## src/gpio_pkg.sv

```systemverilog
// constants, states and timing counts for the gpio line and byte-bus block
// assumes a single 100 MHz clock domain and no register bus
package gpio_pkg;

  // ----------------------------------------------------------------
  // widths
  // ----------------------------------------------------------------
  localparam int unsigned N_LINES = 5;
  localparam int unsigned BYTE_W  = 8;
  localparam int unsigned N_JMP   = 3;

  // ----------------------------------------------------------------
  // line positions inside the five-bit single-line vectors
  // ----------------------------------------------------------------
  localparam int unsigned IDX_FRAME  = 0;
  localparam int unsigned IDX_BATT   = 1;
  localparam int unsigned IDX_SUPPLY = 2;
  localparam int unsigned IDX_RD     = 3;
  localparam int unsigned IDX_WR     = 4;

  // jumper positions inside the three-bit jumper vector
  localparam int unsigned JMP_SUPPLY = 0;
  localparam int unsigned JMP_FRAME  = 1;
  localparam int unsigned JMP_BATT   = 2;

  // ----------------------------------------------------------------
  // reset values
  // ----------------------------------------------------------------
  localparam logic [N_LINES-1:0] LINE_OUT_RST  = 5'h00;
  localparam logic [N_LINES-1:0] LINE_OE_N_RST = 5'h1F;
  localparam logic [BYTE_W-1:0]  BYTE_RST      = 8'h00;
  localparam logic [BYTE_W-1:0]  BYTE_OE_N_RST = 8'hFF;

  // ----------------------------------------------------------------
  // strobe timing
  // ----------------------------------------------------------------
  localparam int unsigned CLK_PERIOD_NS  = 10;
  localparam int unsigned STROBE_MIN_NS  = 50;
  // least time, so round up
  localparam int unsigned STROBE_CYCLES  =
    (STROBE_MIN_NS + CLK_PERIOD_NS - 1) / CLK_PERIOD_NS;
  localparam int unsigned CNT_W          = 3;
  localparam logic [CNT_W-1:0] STROBE_LAST = CNT_W'(STROBE_CYCLES - 1);
  localparam logic [CNT_W-1:0] CNT_ZERO    = 3'h0;

  // strobe sequencer states
  typedef enum logic [2:0] {
    ST_IDLE,
    ST_RD_LOW,
    ST_WR_SETUP,
    ST_WR_LOW,
    ST_RECOVER
  } strobe_state_t;

endpackage

```

## src/strobe_ctl_if.sv

```systemverilog
// request and status bundle between the gpio top and its strobe sequencer
// assumes both ends sit on sys_clk
`timescale 1ns/1ps

interface strobe_ctl_if;
  logic rd_req;    // start a read transfer, one-cycle pulse
  logic wr_req;    // start a write transfer, one-cycle pulse
  logic busy;      // sequencer not idle
  logic rd_low;    // read strobe pin level request, low = active
  logic wr_low;    // write strobe pin level request, low = active
  logic rd_done;   // last cycle of the read pulse, capture now
  logic wr_drive;  // byte lines must be driven

  modport ctl (output rd_req, output wr_req,
               input busy, input rd_low, input wr_low,
               input rd_done, input wr_drive);
  modport gen (input rd_req, input wr_req,
               output busy, output rd_low, output wr_low,
               output rd_done, output wr_drive);
endinterface // strobe_ctl_if

```

## src/gpio_lines.sv

```systemverilog
// five single-bit gpio lines plus an eight-bit strobed byte bus
// assumes pins are asynchronous; pad logic resolves in/out/oe_n per pin
`timescale 1ns/1ps

// What this block does
// - thirteen user lines: five single lines and an eight-line byte group
// - after reset every line is an input and drives nothing
// - each single line has its own independent direction bit
// - the eight byte lines are read and written only as a whole byte
// - each byte transfer is a low strobe pulse of at least 50 ns
// - the read strobe pulse captures the byte lines into the holding latch
// - the write strobe pulse drives the held byte onto the byte lines
// - lines four and five act as read and write strobes in byte mode
// - jumpers pick the alternate roles of lines one to three
// - frame role: line one is an input flagging each frame start
// - battery role: line two is an input flagging low battery
// - supply role: line three driven high enables card and display
// - supply role as input leaves the level to the outside circuit
// - alternate roles: frame on one, battery on two, supply on three
module gpio_lines (
  // clock and reset
  input  wire logic       sys_clk,
  input  wire logic       srst,
  // software single-line control, bit 0 is line one
  input  wire logic [4:0] line_dir,
  input  wire logic [4:0] line_out,
  output logic      [4:0] line_in,
  // software byte-bus control
  input  wire logic       byte_bus_en,
  input  wire logic [7:0] byte_out,
  input  wire logic       byte_rd_req,
  input  wire logic       byte_wr_req,
  output logic      [7:0] byte_in,
  output logic            byte_busy,
  output logic            byte_rd_done,
  // jumper straps, high when closed
  input  wire logic       supply_enable_jumper,
  input  wire logic       frame_indicator_jumper,
  input  wire logic       battery_status_jumper,
  // alternate-role status
  output logic            frame_start,
  output logic            battery_low,
  output logic            supply_on,
  // line one pin
  input  wire logic       line_one_frame_indicator_in,
  output logic            line_one_frame_indicator_out,
  output logic            line_one_frame_indicator_oe_n,
  // line two pin
  input  wire logic       line_two_battery_status_in,
  output logic            line_two_battery_status_out,
  output logic            line_two_battery_status_oe_n,
  // line three pin
  input  wire logic       line_three_supply_enable_in,
  output logic            line_three_supply_enable_out,
  output logic            line_three_supply_enable_oe_n,
  // line four pin
  input  wire logic       line_four_read_strobe_in,
  output logic            line_four_read_strobe_out,
  output logic            line_four_read_strobe_oe_n,
  // line five pin
  input  wire logic       line_five_write_strobe_in,
  output logic            line_five_write_strobe_out,
  output logic            line_five_write_strobe_oe_n,
  // byte lines
  input  wire logic [7:0] parallel_byte_lines_in,
  output logic      [7:0] parallel_byte_lines_out,
  output logic      [7:0] parallel_byte_lines_oe_n
);

  // ----------------------------------------------------------------
  // input synchronisers
  // ----------------------------------------------------------------
  logic [gpio_pkg::N_LINES-1:0] pin_s;
  logic [gpio_pkg::BYTE_W-1:0]  byte_s;
  logic [gpio_pkg::N_JMP-1:0]   jmp_s;

  sync2 #(.W(gpio_pkg::N_LINES)) u_sync_lines (
    .sys_clk (sys_clk),
    .srst    (srst),
    .d_async ({line_five_write_strobe_in, line_four_read_strobe_in,
               line_three_supply_enable_in, line_two_battery_status_in,
               line_one_frame_indicator_in}),
    .q_sync  (pin_s)
  );

  sync2 #(.W(gpio_pkg::BYTE_W)) u_sync_byte (
    .sys_clk (sys_clk),
    .srst    (srst),
    .d_async (parallel_byte_lines_in),
    .q_sync  (byte_s)
  );

  // jumpers are static straps, synchronised all the same
  sync2 #(.W(gpio_pkg::N_JMP)) u_sync_jmp (
    .sys_clk (sys_clk),
    .srst    (srst),
    .d_async ({battery_status_jumper, frame_indicator_jumper,
               supply_enable_jumper}),
    .q_sync  (jmp_s)
  );

  // ----------------------------------------------------------------
  // strobe sequencer
  // ----------------------------------------------------------------
  strobe_ctl_if sctl ();

  strobe_seq u_seq (
    .sys_clk (sys_clk),
    .srst    (srst),
    .ctl     (sctl)
  );

  // requests only count in byte mode and while idle
  assign sctl.rd_req = byte_bus_en && byte_rd_req && !sctl.busy;
  assign sctl.wr_req = byte_bus_en && byte_wr_req && !sctl.busy &&
                       !byte_rd_req;

  // ----------------------------------------------------------------
  // role selection
  // ----------------------------------------------------------------
  logic alt_frame;
  logic alt_batt;
  logic alt_supply;

  // closed jumper selects the alternate role
  assign alt_frame  = jmp_s[gpio_pkg::JMP_FRAME];
  assign alt_batt   = jmp_s[gpio_pkg::JMP_BATT];
  assign alt_supply = jmp_s[gpio_pkg::JMP_SUPPLY];

  // ----------------------------------------------------------------
  // per-line drive
  // ----------------------------------------------------------------
  logic [gpio_pkg::N_LINES-1:0] oe_n_nxt;
  logic [gpio_pkg::N_LINES-1:0] out_nxt;
  logic [gpio_pkg::N_LINES-1:0] oe_n_r;
  logic [gpio_pkg::N_LINES-1:0] out_r;

  // software direction per line, then role overrides
  always_comb begin
    oe_n_nxt = ~line_dir;
    out_nxt  = line_out;
    if (alt_frame) begin
      oe_n_nxt[gpio_pkg::IDX_FRAME] = 1'b1;
    end
    if (alt_batt) begin
      oe_n_nxt[gpio_pkg::IDX_BATT] = 1'b1;
    end
    // supply role keeps software direction: output high enables,
    // output low disables, input hands the level to the outside
    if (alt_supply && line_dir[gpio_pkg::IDX_SUPPLY]) begin
      out_nxt[gpio_pkg::IDX_SUPPLY] = line_out[gpio_pkg::IDX_SUPPLY];
    end
    if (byte_bus_en) begin
      oe_n_nxt[gpio_pkg::IDX_RD] = 1'b0;
      oe_n_nxt[gpio_pkg::IDX_WR] = 1'b0;
      out_nxt[gpio_pkg::IDX_RD]  = !sctl.rd_low;
      out_nxt[gpio_pkg::IDX_WR]  = !sctl.wr_low;
    end
  end

  // registered pin drive, all released in reset
  always_ff @(posedge sys_clk) begin
    if (srst) begin
      oe_n_r <= gpio_pkg::LINE_OE_N_RST;
      out_r  <= gpio_pkg::LINE_OUT_RST;
    end else begin
      oe_n_r <= oe_n_nxt;
      out_r  <= out_nxt;
    end
  end

  assign line_one_frame_indicator_out   = out_r[gpio_pkg::IDX_FRAME];
  assign line_one_frame_indicator_oe_n  = oe_n_r[gpio_pkg::IDX_FRAME];
  assign line_two_battery_status_out    = out_r[gpio_pkg::IDX_BATT];
  assign line_two_battery_status_oe_n   = oe_n_r[gpio_pkg::IDX_BATT];
  assign line_three_supply_enable_out   = out_r[gpio_pkg::IDX_SUPPLY];
  assign line_three_supply_enable_oe_n  = oe_n_r[gpio_pkg::IDX_SUPPLY];
  assign line_four_read_strobe_out      = out_r[gpio_pkg::IDX_RD];
  assign line_four_read_strobe_oe_n     = oe_n_r[gpio_pkg::IDX_RD];
  assign line_five_write_strobe_out     = out_r[gpio_pkg::IDX_WR];
  assign line_five_write_strobe_oe_n    = oe_n_r[gpio_pkg::IDX_WR];

  // ----------------------------------------------------------------
  // single-line readback and role status
  // ----------------------------------------------------------------
  logic frame_prev_r;

  // readback registered once more so outputs come from flops
  always_ff @(posedge sys_clk) begin
    if (srst) begin
      line_in      <= gpio_pkg::LINE_OUT_RST;
      frame_prev_r <= 1'b0;
      frame_start  <= 1'b0;
      battery_low  <= 1'b0;
      supply_on    <= 1'b0;
    end else begin
      line_in      <= pin_s;
      frame_prev_r <= pin_s[gpio_pkg::IDX_FRAME];
      // rising edge marks a new frame; one-cycle pulse
      frame_start  <= alt_frame && pin_s[gpio_pkg::IDX_FRAME] &&
                      !frame_prev_r;
      battery_low  <= alt_batt && pin_s[gpio_pkg::IDX_BATT];
      // actual pin level, whoever drives it
      supply_on    <= alt_supply && pin_s[gpio_pkg::IDX_SUPPLY];
    end
  end

  // ----------------------------------------------------------------
  // byte bus data path
  // ----------------------------------------------------------------
  logic [gpio_pkg::BYTE_W-1:0] hold_out_r;

  // whole-byte latches only; no per-bit access exists
  always_ff @(posedge sys_clk) begin
    if (srst) begin
      hold_out_r   <= gpio_pkg::BYTE_RST;
      byte_in      <= gpio_pkg::BYTE_RST;
      byte_rd_done <= 1'b0;
    end else begin
      if (sctl.wr_req) begin
        hold_out_r <= byte_out;
      end
      if (sctl.rd_done) begin
        byte_in <= byte_s;
      end
      byte_rd_done <= sctl.rd_done;
    end
  end

  // drive registers: released except around a write pulse
  always_ff @(posedge sys_clk) begin
    if (srst) begin
      parallel_byte_lines_out  <= gpio_pkg::BYTE_RST;
      parallel_byte_lines_oe_n <= gpio_pkg::BYTE_OE_N_RST;
      byte_busy                <= 1'b0;
    end else begin
      parallel_byte_lines_out  <= hold_out_r;
      parallel_byte_lines_oe_n <= {gpio_pkg::BYTE_W{!sctl.wr_drive}};
      byte_busy                <= sctl.busy || sctl.rd_req || sctl.wr_req;
    end
  end

endmodule // gpio_lines

```

## src/sync2.sv

```systemverilog
// two-flop synchroniser, width set by parameter
// assumes inputs are asynchronous to sys_clk
`timescale 1ns/1ps

module sync2 #(
  parameter int unsigned W = 1
) (
  // clock and reset
  input  wire logic         sys_clk,
  input  wire logic         srst,
  // asynchronous input and synchronised output
  input  wire logic [W-1:0] d_async,
  output logic      [W-1:0] q_sync
);

  logic [W-1:0] meta_r;

  // first stage feeds only the second stage
  always_ff @(posedge sys_clk) begin
    if (srst) begin
      meta_r <= '0;
      q_sync <= '0;
    end else begin
      meta_r <= d_async;
      q_sync <= meta_r;
    end
  end

endmodule // sync2

```

## src/strobe_seq.sv

```systemverilog
// sequencer for the low-active read and write strobes of the byte bus
// assumes requests arrive as one-cycle pulses from the gpio top
`timescale 1ns/1ps

module strobe_seq (
  // clock and reset
  input  wire logic sys_clk,
  input  wire logic srst,
  // control bundle
  strobe_ctl_if.gen ctl
);

  gpio_pkg::strobe_state_t    state_r;
  logic [gpio_pkg::CNT_W-1:0] cnt_r;
  logic                       wr_last_r;

  // ----------------------------------------------------------------
  // state and pulse counter
  // ----------------------------------------------------------------
  // read wins when both requests land together
  always_ff @(posedge sys_clk) begin
    if (srst) begin
      state_r <= gpio_pkg::ST_IDLE;
      cnt_r   <= gpio_pkg::CNT_ZERO;
    end else begin
      case (state_r)
        gpio_pkg::ST_IDLE: begin
          cnt_r <= gpio_pkg::CNT_ZERO;
          if (ctl.rd_req) begin
            state_r <= gpio_pkg::ST_RD_LOW;
          end else if (ctl.wr_req) begin
            state_r <= gpio_pkg::ST_WR_SETUP;
          end
        end
        gpio_pkg::ST_RD_LOW, gpio_pkg::ST_WR_LOW: begin
          if (cnt_r == gpio_pkg::STROBE_LAST) begin
            state_r <= gpio_pkg::ST_RECOVER;
            cnt_r   <= gpio_pkg::CNT_ZERO;
          end else begin
            cnt_r <= cnt_r + 3'h1;
          end
        end
        gpio_pkg::ST_WR_SETUP: state_r <= gpio_pkg::ST_WR_LOW;
        gpio_pkg::ST_RECOVER:  state_r <= gpio_pkg::ST_IDLE;
        default:               state_r <= gpio_pkg::ST_IDLE;
      endcase
    end
  end

  // ----------------------------------------------------------------
  // status outputs
  // ----------------------------------------------------------------
  // strobes idle high; byte lines driven from setup through recovery
  // so the far side sees data settled around the rising edge
  always_comb begin
    ctl.busy     = (state_r != gpio_pkg::ST_IDLE);
    ctl.rd_low   = (state_r == gpio_pkg::ST_RD_LOW);
    ctl.wr_low   = (state_r == gpio_pkg::ST_WR_LOW);
    ctl.rd_done  = (state_r == gpio_pkg::ST_RD_LOW) &&
                   (cnt_r == gpio_pkg::STROBE_LAST);
    ctl.wr_drive = (state_r == gpio_pkg::ST_WR_SETUP) ||
                   (state_r == gpio_pkg::ST_WR_LOW)   ||
                   ((state_r == gpio_pkg::ST_RECOVER) &&
                    (cnt_r == gpio_pkg::CNT_ZERO) && wr_last_r);
  end

  // remembers that the pulse just ended was a write
  always_ff @(posedge sys_clk) begin
    if (srst) begin
      wr_last_r <= 1'b0;
    end else if (state_r == gpio_pkg::ST_WR_LOW) begin
      wr_last_r <= 1'b1;
    end else if (state_r == gpio_pkg::ST_RD_LOW) begin
      wr_last_r <= 1'b0;
    end
  end

endmodule // strobe_seq

```

## config.mk

```make
export PLATFORM = sky130hd
export DESIGN_NAME = gpio_lines
export DESIGN_NICKNAME = d
export VERILOG_FILES = /design/src/gpio_pkg.sv /design/src/strobe_ctl_if.sv /design/src/gpio_lines.sv /design/src/sync2.sv /design/src/strobe_seq.sv
export SDC_FILE = /design/constraint.sdc
export NUM_CORES = 1
export LEC_CHECK = 0
export ABC_AREA = 1
export BUFFER_PORTS_ARGS = -buffer_cell sky130_fd_sc_hd__buf_2
export CORE_ASPECT_RATIO = 0.75
export CORE_MARGIN = 2
export CORE_UTILIZATION = 45
export DETAILED_ROUTE_END_ITERATION = 10
export HOLD_SLACK_MARGIN = 0.15
export PLACE_DENSITY = 0.71
export SYNTH_ARGS = -nofsm -noshare
export SYNTH_HDL_FRONTEND = slang
export SYNTH_SLANG_ARGS = --single-unit
```

## constraint.sdc

```tcl
create_clock -name sys_clk -period 2 [get_ports sys_clk]
set_input_delay 0.1 -clock sys_clk [delete_from_list [all_inputs] [get_ports sys_clk]]
set_output_delay 0.1 -clock sys_clk [all_outputs]
set_load 0.02 [all_outputs]
```

==> metrics.txt <==
status finished, final reports clean; final hold slack approximately 0.22 ns; Longest Clk Path Bufs 2; met1 Track Usage GR 0.203; placed insts approximately 460; skew final 0.00895 ns; wire length per cell approximately 10 um; Startpoint Class input pin; DRT Pass-1 Iters 4; proportion of power drawn by combinational gates 0.181; row count 24; critical path type in -> reg; Via Count between 2k and 2.5k; die area approximately 0.0068 mm^2; FILL cells slightly below 500; Clk pwr share 0.319; highest-count cells in the layout ignoring fill and taps dfxtp_1, buf_2, nor2_1; pre-CTS setup slack 0.591 ns; Power, Total 3.74 mW; Setup WS post-layout between 0.15 and 0.2 ns; cts repair resizes 0; TritonCTS buffer count 9; Setup TNS 0 ns; Flop pwr share 0.500; Hold/Removal Path Class in -> reg; Int Pwr around 2.7 mW; Max-slew headroom 0.612; final std cells w/o fill around 520; width of the die between 90 and 100 um; unrepaired setup endpoints after global routing false; Syn Inst Count between 300 and 400; met2 usage 0.291; first-pass GRT wire length about 9.2 mm; clock transition at the registers of the reported paths 0.08 ns; count of final setup violators 0; clock insertion delay at the later pin of the skew report about 0.35 ns; Avg Inst Size Synth 8.69 um^2; Vias/cell approximately 4.4; Power Dens Cells 988 mW/mm^2; Crit. End Element flop; sequential share of the synthesized area 0.612; Static Leak around 1.8 nW; CP arrival approximately 2.1 ns; routability cong. roughly 0.77; Critical Path Fanout Max 1; DR iter-0 viols 78; share of cells above drive strength 1 0.249; grt met3 use 0.0820; nets between 400 and 500; hold depth 5; crit share post-route 0.917; max_cap viols 0; switching power share of the total 0.284; H-tree depth 3; pin count of the biggest net entering global routing 38; Clock Sinks 84; commonest non-fill, non-tap cell in the layout dfxtp_1; Core ar. 0.00586 mm^2; Final Hold Fails 0; dpl hpwl 3.47 mm; total setup buffers inserted after CTS 0; Worst Path Required between 2 and 2.5 ns; Chip Height roughly 72 um; Yosys reg bits 84; Layout area overhead 37.8%; grt ovf 0; Sw Pwr 1.06 mW; DRT Wirelength roughly 5.4 mm; root buffer cell clkbuf_8; TritonCTS clock tree built; Post-route DRC 0; fin crit period about 1.8 ns; yosys warns 0; count of unique library cells instantiated by Yosys 28; Slew @ Worst Pin slightly below 0.6 ns; Reg2Reg Depth 5; Port-buffer cells just over 80; DRT antenna net count 0; initial antenna violation count 0; vias in the first global route 2162; Overall Global Routing Usage 0.176; grt peak-use layer met2; VDD IR-drop max between 0.5 and 0.6 mV; Max Slew Vio Count 0; # diodes 0; fmax roughly 550 MHz; Net Count, Synth ~360; hold-fix buffers at CTS between 40 and 50; Cell Area, Synth 0.00275 mm^2; I/O pins 83; Starting Density 0.469
[state kept, by name, indices dropped and copies added (netlist names), 3 cells and up]
register / count
u_sync_jmp.q_sync: 3
parallel_byte_lines_out: 8
line_in: 5
byte_in: 8
u_sync_lines.q_sync: 5
out_r: 5
u_sync_byte.q_sync: 8
hold_out_r: 8
u_sync_lines.meta_r: 5
oe_n_r: 5
u_sync_byte.meta_r: 8
u_seq.cnt_r: 3
u_sync_jmp.meta_r: 3
u_seq.state_r: 3
[metal layers]
layer / part of all wire / vias to the layer above / wire length, um
met5: 0 / - / 0
met2: 0.48 / 65 / 2620
met3: 0.068 / 8 / 367
met1: 0.44 / 994 / 2360
met4: 0.013 / 0 / 70
li1: - / 1185 / -
[critical path: stages]
cell and delay, ns:
dlygate4sd3_1 0.53, buf_2 0.12, o21ai_0 0.15, dlygate4sd3_1 0.58, a31oi_1 0.04, dlygate4sd3_1 0.55
[cells by family (layout without fill, tap and decap cells)]
group,Yosys count,after routing,share of synthesized area
simple gates,120,120,0.200
flops,84,84,0.612
buf+inv,80,202,0.121
compound gates,30,30,0.0579
fa+ha+maj,2,2,0.00911
[cell type report]
class	count	area [um^2]	share of cell area
clock buffer	11	141	0.0374
tap	78	97.6	0.0258
timing repair buffer	126	846	0.223
inverter	60	225	0.0595
clock inverter	5	61.3	0.0162
multi-input combinational	152	732	0.193
sequential	84	1680	0.444
[cell usage after synthesis]
| master | number | share of area |
|---|---|---|
| buf_2 | 2 | 0.0036 |
| nand4_1 | 11 | 0.025 |
| nor3_4 | 1 | 0.0059 |
| nor2_1 | 72 | 0.098 |
| nor3_1 | 1 | 0.0018 |
| nor2_2 | 1 | 0.0023 |
| nand3b_1 | 1 | 0.0027 |
| a22oi_1 | 1 | 0.0027 |
| nand2_4 | 1 | 0.0041 |
| or2_2 | 1 | 0.0023 |
| buf_1 | 7 | 0.0096 |
| nand2_1 | 21 | 0.029 |
| o21ai_0 | 12 | 0.022 |
| o211ai_1 | 1 | 0.0027 |
| inv_1 | 58 | 0.079 |
| nor4_1 | 1 | 0.0023 |
| nor2_4 | 3 | 0.012 |
| ha_1 | 2 | 0.0091 |
| clkbuf_1 | 3 | 0.0041 |
| a31oi_1 | 2 | 0.0046 |
| a21oi_1 | 11 | 0.020 |
| o21ai_1 | 2 | 0.0036 |
| nand4_2 | 1 | 0.0046 |
| dfxtp_1 | 84 | 0.61 |
| o22ai_1 | 1 | 0.0023 |
| nand3_1 | 5 | 0.0091 |
| buf_4 | 8 | 0.022 |
| inv_2 | 2 | 0.0027 |
[metrics by stage]
stage          utilization  area, um^2
2_1_floorplan            -        2750
3_3_place_gp         0.540        3160
3_5_place_dp         0.540        3160
4_1_cts              0.646        3780
5_1_grt              0.646        3780
6_report             0.646        3780
[power by group through the flow]
| stage | combinational (mW) | clock (mW) | sequential (mW) |
|---|---|---|---|
| global route | 0.758 | 1.31 | 1.89 |
| detailed placement | 0.603 | 0 | 1.91 |
| global placement | 0.593 | 0 | 1.91 |
| finish | 0.676 | 1.19 | 1.87 |
| floorplan | 0.427 | 0 | 1.95 |
| CTS | 0.677 | 1.23 | 1.87 |
[path summary, 6_finish.rpt]
path	start	endpoint	slack, ns
worst max-delay path	line_out[4]	out_r[4]$_SDFF_PP0_	0.17
worst min-delay path	byte_bus_en	byte_busy$_SDFF_PP0_	0.22
worst max register to register	u_seq.state_r[2]$_SDFFE_PP0P_	out_r[3]$_SDFF_PP0_	0.31
worst min register to register	u_sync_byte.meta_r[5]$_SDFF_PP0_	u_sync_byte.q_sync[5]$_SDFF_PP0_	0.40
(Power assumes the default switching activity.)
